<file path="config.mk">
export PLATFORM = sky130hd
export DESIGN_NAME = stc_top
export DESIGN_NICKNAME = d
export VERILOG_FILES = /design/src/shared/stc_pkg.sv /design/src/design/stc_edge.sv /design/src/design/stc_top.sv
export SDC_FILE = /design/constraint.sdc
export NUM_CORES = 1
export LEC_CHECK = 0
export BUFFER_PORTS_ARGS = -buffer_cell sky130_fd_sc_hd__buf_2
export CAP_MARGIN = 15
export CORE_ASPECT_RATIO = 0.8
export CORE_MARGIN = 2
export CORE_UTILIZATION = 51
export CTS_CLUSTER_SIZE = 16
export DETAILED_ROUTE_END_ITERATION = 6
export PLACE_DENSITY = 0.89
export SYNTH_ARGS = -nofsm -noshare
export SYNTH_HDL_FRONTEND = slang
export SYNTH_SLANG_ARGS = --single-unit
</file>
<file path="constraint.sdc">
create_clock -name clk -period 4.65 [get_ports clk]
set_input_delay 0.2325 -clock clk [delete_from_list [all_inputs] [get_ports clk]]
set_output_delay 0.2325 -clock clk [all_outputs]
set_load 0.01 [all_outputs]
</file>
<file path="src/shared/stc_pkg.sv">
/*
 * Shared constants and carrier types for the scan timer/counter block.
 * Assumes a single clock domain and a scan strobe from the sequencer.
 */
package stc_pkg;

    localparam int STC_VAL_W    = 16;
    localparam int STC_TICK_W   = 16;
    localparam logic [15:0] STC_ZERO = 16'h0000;
    localparam logic [15:0] STC_ONE  = 16'h0001;
    localparam logic [15:0] STC_MAX  = 16'hFFFF;
    localparam int STC_CLK_HZ   = 25000000;
    localparam int STC_BASE_US  = 1000;
    localparam int STC_BASE_CYC = (STC_CLK_HZ / 1000000) * STC_BASE_US;

    // Sampled inputs of all six functions for one scan.
    typedef struct packed {
        logic rtrg_in;
        logic mono_in;
        logic up_cnt;
        logic up_rst;
        logic dn_cnt;
        logic dn_rst;
        logic ud_up;
        logic ud_dn;
        logic ud_rst;
        logic ring_cnt;
        logic ring_rst;
    } stc_in_t;

    // Presets of all six functions.
    typedef struct packed {
        logic [15:0] rtrg;
        logic [15:0] mono;
        logic [15:0] up;
        logic [15:0] dn;
        logic [15:0] ud;
        logic [15:0] ring;
    } stc_preset_t;

    // Output flags of all six functions.
    typedef struct packed {
        logic rtrg;
        logic mono;
        logic up;
        logic dn;
        logic ud;
        logic ring;
    } stc_flag_t;

    typedef enum logic [1:0] {
        STC_T_IDLE = 2'b01,
        STC_T_RUN  = 2'b10
    } stc_tstate_t;

endpackage

</file>
<file path="src/design/stc_edge.sv">
/*
 * Scan-rate sampler with off-to-on edge detection for a bundle of inputs.
 * Assumes inputs synchronous to clk and a one-cycle scan strobe.
 */
`timescale 1ns/1ps
module stc_edge #(
    parameter int WIDTH = 11
) (
    // Clock, reset and enable.
    input  wire logic             clk,
    input  wire logic             rst,
    input  wire logic             ce,
    // Sampling.
    input  wire logic             scan,
    input  wire logic [WIDTH-1:0] din,
    output logic      [WIDTH-1:0] level_ff,
    output logic      [WIDTH-1:0] rise
);
    logic [WIDTH-1:0] prev_ff;

    // Refuse an empty bundle at elaboration rather than at run time.
    if (WIDTH < 1) begin : g_width_chk
        $error("stc_edge: WIDTH must be positive");
    end

    // Edge compares this scan's sample with the previous scan's.
    always_ff @(posedge clk or posedge rst) begin
        if (rst) begin
            level_ff <= '0;
            prev_ff  <= '0;
        end else if (ce && scan) begin
            prev_ff  <= level_ff;
            level_ff <= din;
        end
    end

    // Only off-to-on counts; steady and falling levels give nothing.
    assign rise = level_ff & ~prev_ff;
endmodule

</file>
<file path="src/design/stc_top.sv">
/*
 * Scan-evaluated timers and counters: retriggerable and plain one-shot
 * down-timers, up, down, up-down and ring counters.
 * Assumes the sequencer pulses scan once per program scan, holds
 * run_start high for one scan when entering run mode, and drives all
 * inputs synchronous to clk.
 */
`timescale 1ns/1ps
module stc_top
    import stc_pkg::*;
#(
    parameter int BASE_CYC = STC_BASE_CYC
) (
    // Clock, reset, enable.
    input  wire logic                clk,
    input  wire logic                rst,
    input  wire logic                ce,
    // Scan control.
    input  wire logic                scan,
    input  wire logic                run_start,
    // Conditions and presets.
    input  wire stc_pkg::stc_in_t     cond,
    input  wire stc_pkg::stc_preset_t preset,
    // Results.
    output stc_pkg::stc_flag_t        flag_ff,
    output stc_pkg::stc_preset_t      value_ff,
    output logic                      base_tick
);
    import stc_pkg::*;

    // Refuse a time base that the counter cannot count.
    if (BASE_CYC < 1) begin : g_base_chk
        $error("stc_top: BASE_CYC must be positive");
    end

    function automatic logic [15:0] sat_inc(input logic [15:0] v);
        sat_inc = (v == STC_MAX) ? v : v + STC_ONE;
    endfunction

    function automatic logic [15:0] sat_dec(input logic [15:0] v);
        sat_dec = (v == STC_ZERO) ? v : v - STC_ONE;
    endfunction

    stc_in_t lvl;
    stc_in_t rise;
    logic    upd;

    stc_edge #(.WIDTH($bits(stc_in_t))) u_edge (
        .clk      (clk),
        .rst      (rst),
        .ce       (ce),
        .scan     (scan),
        .din      (cond),
        .level_ff (lvl),
        .rise     (rise)
    );

    // Results are evaluated one cycle after the scan sample settles.
    logic upd_ff;
    always_ff @(posedge clk or posedge rst) begin
        if (rst) upd_ff <= 1'b0;
        else if (ce) upd_ff <= scan;
    end
    assign upd = ce && upd_ff;

    ////////////////////////////////////////////////////////////////////////
    // Time base: timers decrement at a fixed base, checked only at scan
    // evaluation, so a flag may lag by up to one scan.
    logic [31:0] base_cnt_ff;
    logic        base_pend_ff;
    always_ff @(posedge clk or posedge rst) begin
        if (rst) begin
            base_cnt_ff <= 32'h00000000;
        end else if (ce) begin
            if (base_cnt_ff == 32'(BASE_CYC - 1)) base_cnt_ff <= 32'h00000000;
            else base_cnt_ff <= base_cnt_ff + 32'h00000001;
        end
    end
    assign base_tick = ce && (base_cnt_ff == 32'(BASE_CYC - 1));

    // Pending base tick is consumed by the next scan evaluation.
    always_ff @(posedge clk or posedge rst) begin
        if (rst) base_pend_ff <= 1'b0;
        else if (ce) begin
            if (base_tick) base_pend_ff <= 1'b1;
            else if (upd) base_pend_ff <= 1'b0;
        end
    end

    ////////////////////////////////////////////////////////////////////////
    // Retriggerable one-shot.
    always_ff @(posedge clk or posedge rst) begin
        if (rst) begin
            value_ff.rtrg <= STC_ZERO;
            flag_ff.rtrg  <= 1'b0;
        end else if (upd) begin
            if (rise.rtrg_in) begin
                // Reload even mid-count.
                value_ff.rtrg <= preset.rtrg;
                flag_ff.rtrg  <= (preset.rtrg != STC_ZERO);
            end else if (flag_ff.rtrg && base_pend_ff) begin
                value_ff.rtrg <= sat_dec(value_ff.rtrg);
                flag_ff.rtrg  <= (value_ff.rtrg > STC_ONE);
            end
        end
    end

    ////////////////////////////////////////////////////////////////////////
    // Non-retriggerable one-shot.
    stc_tstate_t mono_st_ff;
    always_ff @(posedge clk or posedge rst) begin
        if (rst) begin
            mono_st_ff    <= STC_T_IDLE;
            value_ff.mono <= STC_ZERO;
            flag_ff.mono  <= 1'b0;
        end else if (upd) begin
            case (mono_st_ff)
                STC_T_IDLE: begin
                    if (rise.mono_in && preset.mono != STC_ZERO) begin
                        mono_st_ff    <= STC_T_RUN;
                        value_ff.mono <= preset.mono;
                        flag_ff.mono  <= 1'b1;
                    end
                end
                STC_T_RUN: begin
                    // Input changes are not looked at here.
                    if (base_pend_ff) begin
                        value_ff.mono <= sat_dec(value_ff.mono);
                        if (value_ff.mono <= STC_ONE) begin
                            mono_st_ff   <= STC_T_IDLE;
                            flag_ff.mono <= 1'b0;
                        end
                    end
                end
                default: mono_st_ff <= STC_T_IDLE;
            endcase
        end
    end

    ////////////////////////////////////////////////////////////////////////
    // Up counter.
    always_ff @(posedge clk or posedge rst) begin
        if (rst) begin
            value_ff.up <= STC_ZERO;
            flag_ff.up  <= 1'b0;
        end else if (upd) begin
            if (lvl.up_rst) begin
                // Reset wins over a count edge.
                value_ff.up <= STC_ZERO;
                flag_ff.up  <= 1'b0;
            end else begin
                if (rise.up_cnt) value_ff.up <= sat_inc(value_ff.up);
                flag_ff.up <= ((rise.up_cnt ? sat_inc(value_ff.up)
                                            : value_ff.up) >= preset.up);
            end
        end
    end

    ////////////////////////////////////////////////////////////////////////
    // Down counter.
    always_ff @(posedge clk or posedge rst) begin
        if (rst) begin
            value_ff.dn <= STC_ZERO;
            flag_ff.dn  <= 1'b0;
        end else if (upd) begin
            if (run_start || lvl.dn_rst) begin
                // Load from preset on run entry or reset.
                value_ff.dn <= preset.dn;
                flag_ff.dn  <= (preset.dn == STC_ZERO);
            end else if (rise.dn_cnt) begin
                value_ff.dn <= sat_dec(value_ff.dn);
                flag_ff.dn  <= (sat_dec(value_ff.dn) == STC_ZERO);
            end
        end
    end

    ////////////////////////////////////////////////////////////////////////
    // Up-down counter.
    logic [15:0] nxt_ud;
    always_comb begin
        nxt_ud = value_ff.ud;
        if (rise.ud_up && !rise.ud_dn) nxt_ud = sat_inc(value_ff.ud);
        if (rise.ud_dn && !rise.ud_up) nxt_ud = sat_dec(value_ff.ud);
    end

    always_ff @(posedge clk or posedge rst) begin
        if (rst) begin
            value_ff.ud <= STC_ZERO;
            flag_ff.ud  <= 1'b0;
        end else if (upd) begin
            if (lvl.ud_rst) begin
                value_ff.ud <= STC_ZERO;
                flag_ff.ud  <= (preset.ud == STC_ZERO);
            end else begin
                value_ff.ud <= nxt_ud;
                flag_ff.ud  <= (nxt_ud >= preset.ud);
            end
        end
    end

    ////////////////////////////////////////////////////////////////////////
    // Ring counter.
    always_ff @(posedge clk or posedge rst) begin
        if (rst) begin
            value_ff.ring <= STC_ZERO;
            flag_ff.ring  <= 1'b0;
        end else if (upd) begin
            if (lvl.ring_rst) begin
                value_ff.ring <= STC_ZERO;
                flag_ff.ring  <= 1'b0;
            end else if (rise.ring_cnt) begin
                if (flag_ff.ring) begin
                    value_ff.ring <= STC_ZERO;
                    flag_ff.ring  <= 1'b0;
                end else begin
                    value_ff.ring <= sat_inc(value_ff.ring);
                    flag_ff.ring  <= (sat_inc(value_ff.ring) >= preset.ring);
                end
            end
        end
    end

    ////////////////////////////////////////////////////////////////////////
    // Checks.
    a_up_reset_clear: assert property (
        @(posedge clk) disable iff (rst)
        (upd && lvl.up_rst) |=> (value_ff.up == STC_ZERO && !flag_ff.up))
        else $error("up counter not cleared by reset");

    a_up_flag_cmp: assert property (
        @(posedge clk) disable iff (rst)
        (upd && !lvl.up_rst)
        |=> (flag_ff.up == (value_ff.up >= $past(preset.up))))
        else $error("up flag disagrees with preset");

    a_rtrg_reload: assert property (
        @(posedge clk) disable iff (rst)
        (upd && rise.rtrg_in) |=> (value_ff.rtrg == $past(preset.rtrg)))
        else $error("retrigger did not reload");

    a_rtrg_step: assert property (
        @(posedge clk) disable iff (rst)
        (upd && !rise.rtrg_in && flag_ff.rtrg && base_pend_ff)
        |=> (value_ff.rtrg == $past(value_ff.rtrg) - STC_ONE))
        else $error("retrigger timer did not step down");

    // A running one-shot moves only by the time base, whatever its input.
    a_mono_hold: assert property (
        @(posedge clk) disable iff (rst)
        (upd && mono_st_ff == STC_T_RUN)
        |=> (value_ff.mono
             == $past(value_ff.mono) - {15'h0000, $past(base_pend_ff)}))
        else $error("one-shot reacted to input while running");

    a_dn_load: assert property (
        @(posedge clk) disable iff (rst)
        (upd && run_start) |=> (value_ff.dn == $past(preset.dn)))
        else $error("down counter not loaded on run entry");

    a_dn_step: assert property (
        @(posedge clk) disable iff (rst)
        (upd && !run_start && !lvl.dn_rst && rise.dn_cnt
         && value_ff.dn != STC_ZERO)
        |=> (value_ff.dn == $past(value_ff.dn) - STC_ONE))
        else $error("down counter did not step by one");

    a_dn_zero_flag: assert property (
        @(posedge clk) disable iff (rst)
        (upd && !run_start && !lvl.dn_rst && rise.dn_cnt)
        |=> (flag_ff.dn == (value_ff.dn == STC_ZERO)))
        else $error("down flag disagrees with zero");

    a_ud_step_up: assert property (
        @(posedge clk) disable iff (rst)
        (upd && !lvl.ud_rst && rise.ud_up && !rise.ud_dn
         && value_ff.ud != STC_MAX)
        |=> (value_ff.ud == $past(value_ff.ud) + STC_ONE))
        else $error("up-down counter did not step up");

    a_ud_flag_cmp: assert property (
        @(posedge clk) disable iff (rst)
        (upd && !lvl.ud_rst)
        |=> (flag_ff.ud == (value_ff.ud >= $past(preset.ud))))
        else $error("up-down flag wrong");

    a_no_edge_hold: assert property (
        @(posedge clk) disable iff (rst)
        (upd && !rise.up_cnt && !lvl.up_rst) |=> $stable(value_ff.up))
        else $error("up counter moved without an edge");

    a_ring_flag_set: assert property (
        @(posedge clk) disable iff (rst)
        (upd && !lvl.ring_rst && rise.ring_cnt && !flag_ff.ring)
        |=> (flag_ff.ring == (value_ff.ring >= $past(preset.ring))))
        else $error("ring flag disagrees with preset");

    a_ring_wrap: assert property (
        @(posedge clk) disable iff (rst)
        (upd && !lvl.ring_rst && rise.ring_cnt && flag_ff.ring)
        |=> (value_ff.ring == STC_ZERO && !flag_ff.ring))
        else $error("ring counter did not clear");

    // With the enable low no sample is taken and nothing may move.
    a_ce_freeze: assert property (
        @(posedge clk) disable iff (rst)
        !ce |=> ($stable(value_ff) && $stable(flag_ff)))
        else $error("state moved while the enable was low");
endmodule

</file>
# After elaboration in Yosys (flattened, before gate mapping)
# Index checks and enable logic that the tools add are counted.
# Widths: inputs -> output; s select.
totals:
  romBits: 0
  n_memories: 0
  latch_bits: 0
  in_bits: 112
  ff_bits: 160
  mem_bits_rw: 0
classes:
  order_cmp: 5
  n_eq_ne: 11
  n_mul: 0
  addsub: 8
  mux: 42
  n_shift: 0
  reduce_logical: 32
  bitwise_logic: 2
  div_mod_pow: 0
ops:
  columns: ["cell", "n"]
  rows:
  - ["$mux 16", 21]
  - ["$logic_not 16->1", 7]
  - ["$sub 16x1->16 const B", 4]
  - ["$add 16x1->16 const B", 3]
  - ["$eq 16x16->1 const B", 3]
  - ["$ge 16x16->1", 3]
  - ["$add 32x1->32 const B", 1]
  - ["$eq 32x15->1 const B", 1]
  - ["$mux 32", 1]
  - ["$pmux 16 s2", 1]
  - ["$reduce_bool 16->1", 2]
  - ["$gt 16x1->1 const B", 1]
  - ["$le 16x1->1 const B", 1]
  - ["$mux 1", 14]
  - ["$and 11x11->11", 1]
  - ["$not 11->11", 1]
  - ["$ne 2x2->1 const B", 5]
  - ["$reduce_and 5->1", 2]
  - ["$reduce_bool 2->1", 5]
  - ["$reduce_and 2->1", 4]
  - ["$logic_and 1x1->1", 7]
  - ["$mux 2", 3]
  - ["$pmux 2 s2", 1]
  - ["$reduce_and 4->1", 1]
  - ["6 further kinds", 7]

# Longest topological paths before layout
# Gate-level depths: netlist of the first run.
logic_depth:
  depth_word: 8
  mapped_depth: 14

# Hierarchy
# Synthesis of the first run repeated with hierarchy kept, for this count alone.
hier_totals:
  cells_unflattened: 1302
  hier_area_um2: 11185.7
modules_own_cells:
  columns: ["module", "cells_per_inst", "instances", "area_each_um2", "seq_area_each_um2"]
  rows:
  - ["stc_top", 1243, 1, 10211.0, 3454.6]
  - ["stc_edge", 59, 1, 974.7, 550.5]

# Worst setup path before layout of the first run
# OpenSTA, ideal clock, no wires.
synth_timing:
  path_type: "register -> register"
  startpoint: "register value_ff[53] (netlist name)"
  endpoint: "register flag_ff[3] (netlist name)"
  path_stages_with_launch: 12
  setup_time_ns: 0.128
  n_path_buf: 1
  t_arrival_ns: 3.057
  setup_slack_ns: 1.465
  period_less_slack_ns: 3.185
  path_cell_list: "dfrtp_1 > clkbuf_1 > nand2_1 > or4_1 > o21ai_1 > mux2_2 > ha_1 > a21o_1 > a21o_1 > a21o_1 > a21oi_1 > o21ai_0"
synth_between:
  elab_chain_len: 5
  word_cells_on_any_way: 6
  classes_between: "add/sub: 1; order compare: 1; eq/ne: 1; mux: 3"
synth_rtl:
  columns: ["item", "line_no", "rtl"]
  rows:
  - ["start: declaration", "stc_top.sv:26", "output stc_pkg::stc_preset_t value_ff,"]
  - ["$add 16x1->16 / $eq 16x16->1 (equally long branches)", "stc_top.sv:37", "sat_inc = (v == STC_MAX) ? v : v + STC_ONE;"]
  - ["$mux 16", "stc_top.sv:37", null]
  - ["$mux 16 (*)", null, null]
  - ["$ge 16x16->1 (*)", "stc_top.sv:154", ": value_ff.up) >= preset.up);"]
  - ["$mux 1 (*)", "stc_top.sv:147", "if (lvl.up_rst) begin"]
  - ["end: declaration", "stc_top.sv:25", "output stc_pkg::stc_flag_t flag_ff,"]
# Mark *: on every way between the ends. The rest lies on a longest branch, timed or not.
# A chain may end at the register's enable or synchronous reset.

# Final worst setup path of the first run
layout_timing:
  startpoint: "register value_ff[18] (netlist name)"
  endpoint: "register flag_ff[1] (netlist name)"
layout_between:
  elab_chain_len: 6
  word_cells_on_any_way: 10
  classes_between: "add/sub: 2; order compare: 1; eq/ne: 1; mux: 5; reduce/logical: 1"
layout_rtl:
  columns: ["item", "line_no", "rtl"]
  rows:
  - ["$add 16x1->16 / $eq 16x16->1 (equally long branches)", "stc_top.sv:37", null]
  - ["$mux 16", "stc_top.sv:37", null]
  - ["$mux 16", "stc_top.sv:182", "if (rise.ud_up && !rise.ud_dn) nxt_ud = sat_inc(value_ff.ud);"]
  - ["$mux 16 (*)", "stc_top.sv:183", "if (rise.ud_dn && !rise.ud_up) nxt_ud = sat_dec(value_ff.ud);"]
  - ["$ge 16x16->1 (*)", "stc_top.sv:196", "flag_ff.ud <= (nxt_ud >= preset.ud);"]
  - ["$mux 1 (*)", "stc_top.sv:191", "if (lvl.ud_rst) begin"]
# Marked as above.

==> metrics, run 1 <==
Crit path required time 4.95 ns; # IOs 215; number of synthesized flops with an enable pin 0; Hold Vio Cnt, Final 0; met2 wire length 12940 µm; Final Util 61.00%; DP HPWL 21370 µm; Die ar. 0.02235 mm²; Worst EP arrival 3.80 ns; post-synthesis sequential area ratio 36.19%; initial core utilization 52.13%; CP startpoint kind register; Synth Area in Compound Gates 19.76%; Slew headroom 27.83%; leakage 5.861 nW; maximum VDD drop 310.1 µV; Int Pwr 0.003347 W; Syn Nets 1458; Clock transition at path regs 0.07 ns; DR WL/cell 16.50 µm; clk sink count 156; Antenna Nets Post-Route 0; GR Overflow Total 0; Post-Syn Area per Cell 8.392 µm²; Hold WS 0.04068 ns; yosys warns 0; clk_lat worst skew 0.42 ns; async set or reset register ratio after synthesis 100.0%; post-CTS setup buffer count 0; post-CTS sizing 0; worst-margin pin slew 1.080 ns; initial antenna violation count 1; Num CTS Buffers 17; worst hold start cond[9]; min-delay worst type primary input to register; xor/xnor share of the synthesized area 5.275%; fin nets 1640; post-synthesis simple-gate area fraction 22.30%; Max Freq 0.2852 GHz; share of the synthesized area in the top cell type 35.94%; Tcrit/Tclk final 75.41%; Vert. Die Dim 134.1 µm; CP Launch Point value_ff[18]; synth-to-layout area growth 17.01%; gpl congestion 0.9388; switching pwr 0.002300 W; Fin Clk Skew 0.01481 ns; Post-Route Setup TNS 0 ns; Power Density 447.2 mW/mm²; via count 10670; Layout fillers 1777; multiplexer share of the synthesized area 4.649%; M1 wire length 13150 µm; Adder-Cell Fraction of Synth Area 6.957%; top cells by area, synth dfrtp_1 36%, ha_1 7.0%, o21ai_0 4.7%; final wirelength 28890 µm; clock power share 24.3%; highest routed layer met4; Gate power share 36.1%; Flop pwr share 39.5%; Root Buffer clkbuf_16; row count 47; 1st-pass router iterations 6; Iteration-0 DRC Markers 1135; ys flop type dfrtp_1; vias in the first global route 9874; final setup vio count 0; Sw Share 40.73%; critical-path cell list nor3_1 -> nand3_1 -> or4_4 -> or3_1 -> o21a_1 -> mux2i_1 -> ha_1 -> a21oi_1 -> nor2b_1 -> o31ai_1 -> o21ai_0; slowest cell delay on critical path 0.56 ns; die width 166.6 µm; unrepaired setup endpoints after global routing false; Slowest cell on crit path nor3_1; #FFs+latches synth 156; CP endpoint kind register; Period minus WS final 3.507 ns; largest net degree at the start of global routing 82; gr usage total 25.94%; layout cells sized above 1 19.92%; CTS Buffer Depth 2; DRC Markers 0; Netlist cell types 71; Slew Viols, Final 0; Critical R2R Launch value_ff[18]; clock tree from TritonCTS done; largest family of logic cells by synthesized area simple AND/OR/NAND/NOR gates; Via density 6.091; Critical Path Fanout Max 12; first-pass GRT wire length 48560 µm; Max-Cap Viols 0; H-tree levels 4; run status complete, no violations; core box area 0.02070 mm²; synthesized cell area 0.01079 mm²; dominant cell type by area after synthesis dfrtp_1; Mapped Cells 1286; Crit Path Category register to register; IO Port Bufs 214; met3 routed WL 2261 µm
## metrics by stage
stage | std cells | area (µm²) | power [W] | setup slack, ns
finish | 1751 | 12630 | 0.005647 | 1.143
global route | 1751 | 12630 | 0.006045 | 0.8136
floorplan | 1286 | 10790 | 0.003506 | 0.2126
CTS | 1750 | 12620 | 0.005640 | 1.208
detailed placement | 1717 | 12040 | 0.004246 | 1.217
global placement | 1717 | 12040 | 0.004144 | 1.295
## final timing paths
check | cells after the start | end | slack, ns
min in group asynchronous | 3 | value_ff[41] | 0.47
max reg2reg | 11 | flag_ff[1] | 1.14
max in group asynchronous | 4 | u_edge.prev_ff[3] | 3.15
min | 2 | u_edge.level_ff[9] | 0.04
min reg2reg | 1 | base_cnt_ff[31] | 0.49
max | 11 | flag_ff[1] | 1.14
## cell usage after synthesis, drive strengths merged, types with 5 or more instances
library cell,instances
nand2b,12
and2,9
o21a,8
nor2,125
nor3,37
o2bb2ai,6
nor4,32
a31oi,15
o22ai,16
o21ai,113
a22oi,14
clkbuf,60
or3,16
mux2,25
dfrtp,155
o31ai,7
nand2,111
a211oi,6
nor3b,6
or4,8
o22a,5
a21o,17
a21oi,87
nand4,36
a22o,6
mux2i,22
nor4b,5
inv,76
o31a,5
and3,11
nor2b,12
nand3,34
ha,60
and4,9
xnor2,41
xor2,24
## per-layer routing
metal,vias to the layer above,GRT usage [%]
met5,-,0
met3,46,4.308
met4,0,6.801
met1,5054,37.39
li1,5052,-
met2,513,40.82
## worst max-delay path, delay by kind of cell (launching register included)
kind	cells	cell delay, ns
AO/OA/AOI/OAI	4	0.61
flip-flops	1	0.50
multiplexers	1	0.24
adder cells (fa/ha/maj)	1	0.30
AND/OR/NAND/NOR	5	1.73
## logic make-up (layout without fill, tap and decap cells)
| logic type | count (synthesis) | in the layout |
|---|---|---|
| simple gates | 477 | 477 |
| other cells | 0 | 1 |
| xor+xnor | 65 | 65 |
| flops | 156 | 156 |
| buf+inv | 138 | 333 |
| compound gates | 343 | 343 |
| mux | 47 | 47 |
| fa+ha+maj | 60 | 60 |
## power by group through the flow
| stage | Sequential, W | Combinational [W] | Clock (W) |
|---|---|---|---|
| 3_5_place_dp | 0.00223 | 0.00202 | 0 |
| 5_1_grt | 0.00230 | 0.00229 | 0.00146 |
| 6_report | 0.00223 | 0.00204 | 0.00137 |
| 4_1_cts | 0.00221 | 0.00203 | 0.00140 |
| 3_3_place_gp | 0.00221 | 0.00193 | 0 |
| 2_1_floorplan | 0.00219 | 0.00132 | 0 |
## cells in the final DEF, fill, tap and decap left out, drive strengths merged, types with 37 or more instances in the layout
master	netlist	layout
a21oi	87	87
nor3	37	37
nor2	125	125
xnor2	41	41
inv	76	82
o21ai	113	113
nand2	111	111
ha	60	60
buf	2	224
dfrtp	155	155
## registers in the layout, summed over array words and instances (netlist names)
signal,cells
u_edge.level_ff,11
base_pend_ff,1
value_ff,96
mono_st_ff,2
upd_ff,1
flag_ff,6
u_edge.prev_ff,7
base_cnt_ff,32
## cell type report
type	instances	area, µm²	share of cell area (%)
Multi-Input combinational cell	992	6362	50.39
Tap cell	269	336.6	2.665
Clock inverter	14	135.1	1.070
Antenna cell	1	2.502	0.01982
Clock buffer	18	439.2	3.478
Inverter	76	290.3	2.299
Sequential cell	156	3905	30.93
Timing Repair Buffer	225	1156	9.156
## timing repair
item,4_1_cts,5_1_grt
endpoints found under the hold margin,78,0
hold buffers,1,0
endpoints found under the setup margin,0,0
Power figures use the tool's default switching activity.
==> inputs of run 2 (changes only) <==
--- a/config.mk
+++ b/config.mk
@@ -5,14 +5,15 @@
 export SDC_FILE = /design/constraint.sdc
 export NUM_CORES = 1
 export LEC_CHECK = 0
+export ABC_AREA = 1
 export BUFFER_PORTS_ARGS = -buffer_cell sky130_fd_sc_hd__buf_2
 export CAP_MARGIN = 15
 export CORE_ASPECT_RATIO = 0.8
 export CORE_MARGIN = 2
-export CORE_UTILIZATION = 51
+export CORE_UTILIZATION = 57
 export CTS_CLUSTER_SIZE = 16
 export DETAILED_ROUTE_END_ITERATION = 6
-export PLACE_DENSITY = 0.89
+export PLACE_DENSITY = 0.93
 export SYNTH_ARGS = -nofsm -noshare
 export SYNTH_HDL_FRONTEND = slang
 export SYNTH_SLANG_ARGS = --single-unit
==> constraint.sdc (replaced) <==
create_clock -name clk -period 3.65 [get_ports clk]
set_input_delay 0.1825 -clock clk [delete_from_list [all_inputs] [get_ports clk]]
set_output_delay 0.1825 -clock clk [all_outputs]
set_load 0.01 [all_outputs]
==> run 2 against run 1 <==
Effect of this change: highest routed layer unchanged; core utilization rose by 6.8 points; final area rose by 6.6%; sequential share of layout area fell by 1.9 points; critical path type unchanged; combinational power rose by 53%; flip-flop and latch count did not move; the flow now finishes with violations (design-rule violations).
==> metrics, run 2 <==
number of synthesized flops with an enable pin 0; Vert. Die Dim 131.3 µm; Period minus WS final 3.187 ns; GR Util met2 48.19%; Slew headroom 43.26%; worst reg2reg path depth 22; DR WL/cell 15.53 µm; yosys warns 0; Iteration-0 DRC Markers 1154; maximum VDD drop 368.3 µV; DP HPWL 25210 µm; #FFs+latches synth 156; register-to-register setup slack 0.46 ns; M1 GR Usage 44.65%; min-delay worst type primary input to register; most common cell in the synthesized netlist nand2_1; commonest non-fill, non-tap cell in the layout nand2_1; multiplexer share of the synthesized area 0.1951%; xor/xnor share of the synthesized area 5.906%; Adder-Cell Fraction of Synth Area 6.502%; Via density 5.688; Clock transition at path regs 0.07 ns; Mapped Cells 1648; failing checks design-rule violations; Tcrit/Tclk final 87.33%; largest net degree at the start of global routing 79; ys flop type dfrtp_1; Synth Area in Compound Gates 13.26%; Hold Vio Cnt, Final 0; CTS Buffer Depth 2; initial antenna violation count 1; total power 0.007514 W; biggest regs value_ff x96, base_cnt_ff x32, u_edge.level_ff x11; Worst EP arrival 3.55 ns; async set or reset register ratio after synthesis 100.0%; fin nets 2025; 1st-pass router iterations 7; busiest grt layer met2; Fin Clk Skew 0.01678 ns; Critical Path Fanout Max 8; worst-margin pin slew 0.8491 ns; GR Overflow Total 0; Hold-fix buffers, CTS 4; largest family of logic cells by synthesized area simple AND/OR/NAND/NOR gates; WHS Path Cells 3; Die ar. 0.02142 mm²; share of the synthesized area in the top cell type 33.59%; Reg with most FFs value_ff; Crit path required time 4.02 ns; commonest cells after routing, fill and taps aside 364 x nand2_1, 214 x buf_2, 211 x inv_1; Syn Nets 1820; post-synthesis sequential area ratio 33.82%; synth-to-layout area growth 16.53%; H-tree levels 4; CP endpoint kind register; Post-Syn Area per Cell 7.006 µm²; final setup vio count 0; Commonest cells post-synth 364 x nand2_1, 212 x inv_1, 173 x nor2_1, 155 x dfrtp_1, 115 x nand3_1; Final Util 67.76%; Antenna Nets Post-Route 0; Post-Route Setup TNS 0 ns; core box area 0.01986 mm²; Slew Viols, Final 0; via count 12120; Largest register FFs 96; post-synthesis simple-gate area fraction 30.92%; run status finished, violations left; post-CTS sizing 0; DRC Markers 6; synthesized cell area 0.01155 mm²; layout cells sized above 1 17.58%; Power Density 558.5 mW/mm²; initial core utilization 58.15%; final worst slack 0.4625 ns; final wirelength 33100 µm; top cells by area, synth dfrtp_1 34%, nand2_1 12%, inv_1 6.9%; clock tree from TritonCTS done; Max Freq 0.3137 GHz; row count 46; Crit Path Category register to register; post-CTS setup buffer count 0; clk_lat worst skew 0.43 ns; clk sink count 156; die width 163.1 µm; CP startpoint kind register; vias in the first global route 11270; dominant cell type by area after synthesis dfrtp_1; gpl congestion 0.9729; Num CTS Buffers 17; first-pass GRT wire length 54580 µm; leakage 6.981 nW; # IOs 215; Netlist cell types 54; unrepaired setup endpoints after global routing false; Hold WS 0.01104 ns; Root Buffer clkbuf_16; Max-Cap Viols 0; Global Route met3 Usage 5.429%; gr usage total 31.11%; Post-Place Worst Slack 0.5572 ns; IO Port Bufs 214
-- run 2: stage by stage --
step,cells,cell area [µm²]
final,2131,13450
after floorplan,1648,11550
after detailed placement,2094,12840
after global routing,2131,13450
after global placement,2094,12840
after CTS,2130,13450
-- run 2: final cells by class --
type	instances	area, µm²
clock inverter	13	115.1
fill	1698	6402
antenna	1	2.502
clock buffer	19	452.9
multi-input combinational	1212	6556
timing repair buffer	227	1191
inverter	239	900.9
tap	264	330.3
sequential	156	3905
-- run 2: cells by family (layout without fill, tap and decap cells) --
kind of cell | after synthesis | in the layout
multiplexers | 2 | 2
buffers and inverters | 280 | 498
AO/OA/AOI/OAI | 274 | 274
adder cells (fa/ha/maj) | 60 | 60
XOR/XNOR | 77 | 77
flip-flops | 156 | 156
AND/OR/NAND/NOR | 799 | 799
other | 0 | 1
-- run 2: where the power goes --
group	switching (W)	internal, W	total, W	leakage [nW]
Combinational	0.00196	0.00116	0.00312	4.73
Sequential	0.000547	0.00212	0.00267	1.98
Clock	0.000756	0.000977	0.00173	0.272
-- run 2: path summary, 6_finish.rpt --
check	to	start
max in group asynchronous	base_cnt_ff[7]	rst
worst min register to register	u_edge.prev_ff[1]	u_edge.prev_ff[1]
min in group asynchronous	flag_ff[2]	rst
worst max-delay path	flag_ff[1]	value_ff[17]
worst max register to register	flag_ff[1]	value_ff[17]
worst min-delay path	u_edge.level_ff[3]	cond[3]
-- run 2: routing by layer --
| metal | up-vias | share of wire [%] |
|---|---|---|
| met2 | 577 | 45 |
| met1 | 5630 | 44 |
| met4 | 0 | 2.1 |
| li1 | 5839 | - |
| met5 | - | 0 |
| met3 | 76 | 8.9 |
-- run 2: critical path, cell delays in order, from the launching register on --
cell,delay (ns)
dfrtp_1,0.49
ha_1,0.26
nand3_1,0.16
nor2_4,0.20
nand2_2,0.07
nor2_1,0.10
nand3_1,0.11
nand2_2,0.14
inv_2,0.07
nand2_1,0.05
o21ai_1,0.08
xor2_1,0.17
ha_1,0.29
nand2_1,0.11
nor2_1,0.20
nand2_1,0.09
o211ai_1,0.12
nand2_1,0.08
nand3_1,0.07
nand2_1,0.05
o21ai_0,0.08
nand2_1,0.07
nand2_1,0.07
==> inputs of run 3 (changes only) <==
--- a/config.mk
+++ b/config.mk
@@ -7,13 +7,12 @@
 export LEC_CHECK = 0
 export ABC_AREA = 1
 export BUFFER_PORTS_ARGS = -buffer_cell sky130_fd_sc_hd__buf_2
-export CAP_MARGIN = 15
 export CORE_ASPECT_RATIO = 0.8
 export CORE_MARGIN = 2
-export CORE_UTILIZATION = 57
+export CORE_UTILIZATION = 55
 export CTS_CLUSTER_SIZE = 16
 export DETAILED_ROUTE_END_ITERATION = 6
-export PLACE_DENSITY = 0.93
+export PLACE_DENSITY = 0.9
 export SYNTH_ARGS = -nofsm -noshare
 export SYNTH_HDL_FRONTEND = slang
 export SYNTH_SLANG_ARGS = --single-unit
==> run 3 against run 2 <==
Effect of this change: the run now ends clean; combinational power is essentially flat; clock power up 3%; critical path depth is 2 lower; clock skew up 0.0019 ns; core utilization decreased by 2.3 points; register-to-register slack improved by 0.05 ns; final area grew 0.45%; setup slack better by 0.053 ns; wire length is 0.36% lower; sequential share of layout area is 0.13 points lower; largest power group unchanged; highest routed layer unchanged.
==> metrics, run 3 (same netlist as run 2, synthesis figures left out) <==
Largest register FFs 96; clk sink count 156; clock power share 23.6%; post-CTS setup buffer count 0; Max-Cap Viols 0; CTS Buffer Depth 2; initial antenna violation count 0; row count 47; Int Pwr 0.004218 W; IO Port Bufs 214; Vert. Die Dim 133.6 µm; Sw Share 44.08%; Via density 5.680; Gate power share 41.1%; core box area 0.02064 mm²; synth-to-layout area growth 17.05%; DP HPWL 24980 µm; Slowest cell on crit path dfrtp_1; final wirelength 32980 µm; Clock transition at path regs 0.07 ns; maximum VDD drop 323.3 µV; commonest non-fill, non-tap cell in the layout nand2_1; DRC Markers 0; switching pwr 0.003325 W; CP startpoint kind register; Tcrit/Tclk final 85.89%; run status complete, no violations; vias in the first global route 11010; clk_lat worst skew 0.43 ns; # IOs 215; Flop pwr share 35.3%; Die ar. 0.02217 mm²; total power 0.007543 W; # diodes 0; leakage 7.022 nW; Reg-to-Reg End flag_ff[1]; Antenna Nets Post-Route 0; Iteration-0 DRC Markers 1341; Hold-fix buffers, CTS 5; first-pass GRT wire length 53480 µm; CP Launch Point value_ff[17]; CP endpoint kind register; largest net degree at the start of global routing 70; Slew Viols, Final 0; Critical R2R Launch value_ff[17]; 1st-pass router iterations 6; Reg with most FFs value_ff; register-to-register setup slack 0.52 ns; initial core utilization 55.94%; H-tree levels 4; Max Freq 0.3190 GHz; GR Overflow Total 0; Root Buffer clkbuf_16; crit path to flag_ff[1]; Critical Path Fanout Max 8; fin nets 2029; biggest regs value_ff x96, base_cnt_ff x32, u_edge.level_ff x11; die width 166.0 µm; Post-Route Setup TNS 0 ns; gr usage total 29.26%; worst-margin pin slew 0.8849 ns; Power Density 558.2 mW/mm²; commonest cells after routing, fill and taps aside 364 x nand2_1, 214 x buf_2, 211 x inv_1; min-delay worst type primary input to register; post-CTS sizing 0; Period minus WS final 3.135 ns; Slew headroom 40.88%; Crit Path Category register to register; via count 12150; Hold Vio Cnt, Final 0; clock tree from TritonCTS done; Worst path most repeated cell nand2_1; DR WL/cell 15.42 µm; unrepaired setup endpoints after global routing false; Worst EP arrival 3.50 ns; final setup vio count 0; gpl congestion 0.9637; slowest cell delay on critical path 0.50 ns; worst reg2reg path depth 20; Fin Clk Skew 0.01867 ns; Num CTS Buffers 17; critical-path cell list ha_1 -> nand3_1 -> nor2_4 -> nand2_2 -> nor2_1 -> nand3_1 -> nand2_2 -> o22ai_1 -> xor2_1 -> ha_1 -> nand2_1 -> o21ai_0 -> nand2_1 -> o211ai_1 -> nand2_1 -> nand3_1 -> nand2_1 -> o21ai_0 -> nand2_1 -> nand2_1; Crit path required time 4.01 ns; layout cells sized above 1 17.70%
-- run 3: cell types whose count changed in the layout (fill, tap and decap cells not counted), moves of 2 or more --
| cell | previous run | this run |
|---|---|---|
| buf_4 | 8 | 10 |
| clkinv_2 | 4 | 0 |
| clkinvlp_4 | 5 | 1 |
| inv_6 | 3 | 8 |
| inv_8 | 0 | 4 |
-- run 3: layout make-up --
cell class	count	area [µm²]
sequential	156	3905
timing repair buffer	231	1236
tap	269	336.6
fill	1818	7127
clock buffer	18	439.2
inverter	239	900.9
multi-input combinational	1212	6556
clock inverter	14	140.1
-- run 3: power groups by stage --
stage	clock network (W)	logic [W]	registers, W
finish	0.00178	0.00310	0.00266
global route	0.00187	0.00346	0.00273
floorplan	0	0.00203	0.00267
CTS	0.00180	0.00306	0.00264
detailed placement	0	0.00304	0.00267
global placement	0	0.00297	0.00265
-- run 3: routing by layer --
metal / GRT usage [%] / up-vias / routed length, µm
li1: - / 5849 / -
met1: 41.18 / 5639 / 14410
met2: 46.27 / 593 / 14910
met3: 5.229 / 69 / 2934
met4: 9.034 / 0 / 727
met5: 0 / - / 0
-- run 3: worst max-delay path, delay by kind of cell, from the launching register on --
kind	cells	cell delay [ns]
flip-flops	1	0.50
AND/OR/NAND/NOR	13	1.27
XOR/XNOR	1	0.18
AO/OA/AOI/OAI	4	0.54
adder cells (fa/ha/maj)	2	0.57
-- run 3: worst min-delay path by stage --
stage / from / depth (start not counted) / to / slack, ns
finish: cond[4] / 3 / u_edge.level_ff[4] / 0.01
global route: cond[4] / 3 / u_edge.level_ff[4] / 0.008
CTS: cond[4] / 3 / u_edge.level_ff[4] / 0.00006
detailed placement: rst / 2 / value_ff[1] / 0.40
global placement: rst / 2 / u_edge.level_ff[5] / 0.38
floorplan: cond[5] / 1 / u_edge.level_ff[5] / 0.33
-- run 3: metrics by stage --
step                      utilization (%)  area (µm²)  setup WS [ns]  hold slack (ns)  instances
after floorplan                         -       11550         0.9916           0.3331       1648
after global placement              62.42       12880         0.6559           0.3849       2102
after detailed placement            62.42       12880         0.6281           0.4012       2102
after CTS                           65.47       13510         0.6060       0.00005793       2139
after global routing                65.47       13510         0.2083         0.007611       2139
final                               65.47       13510         0.5151          0.01261       2139
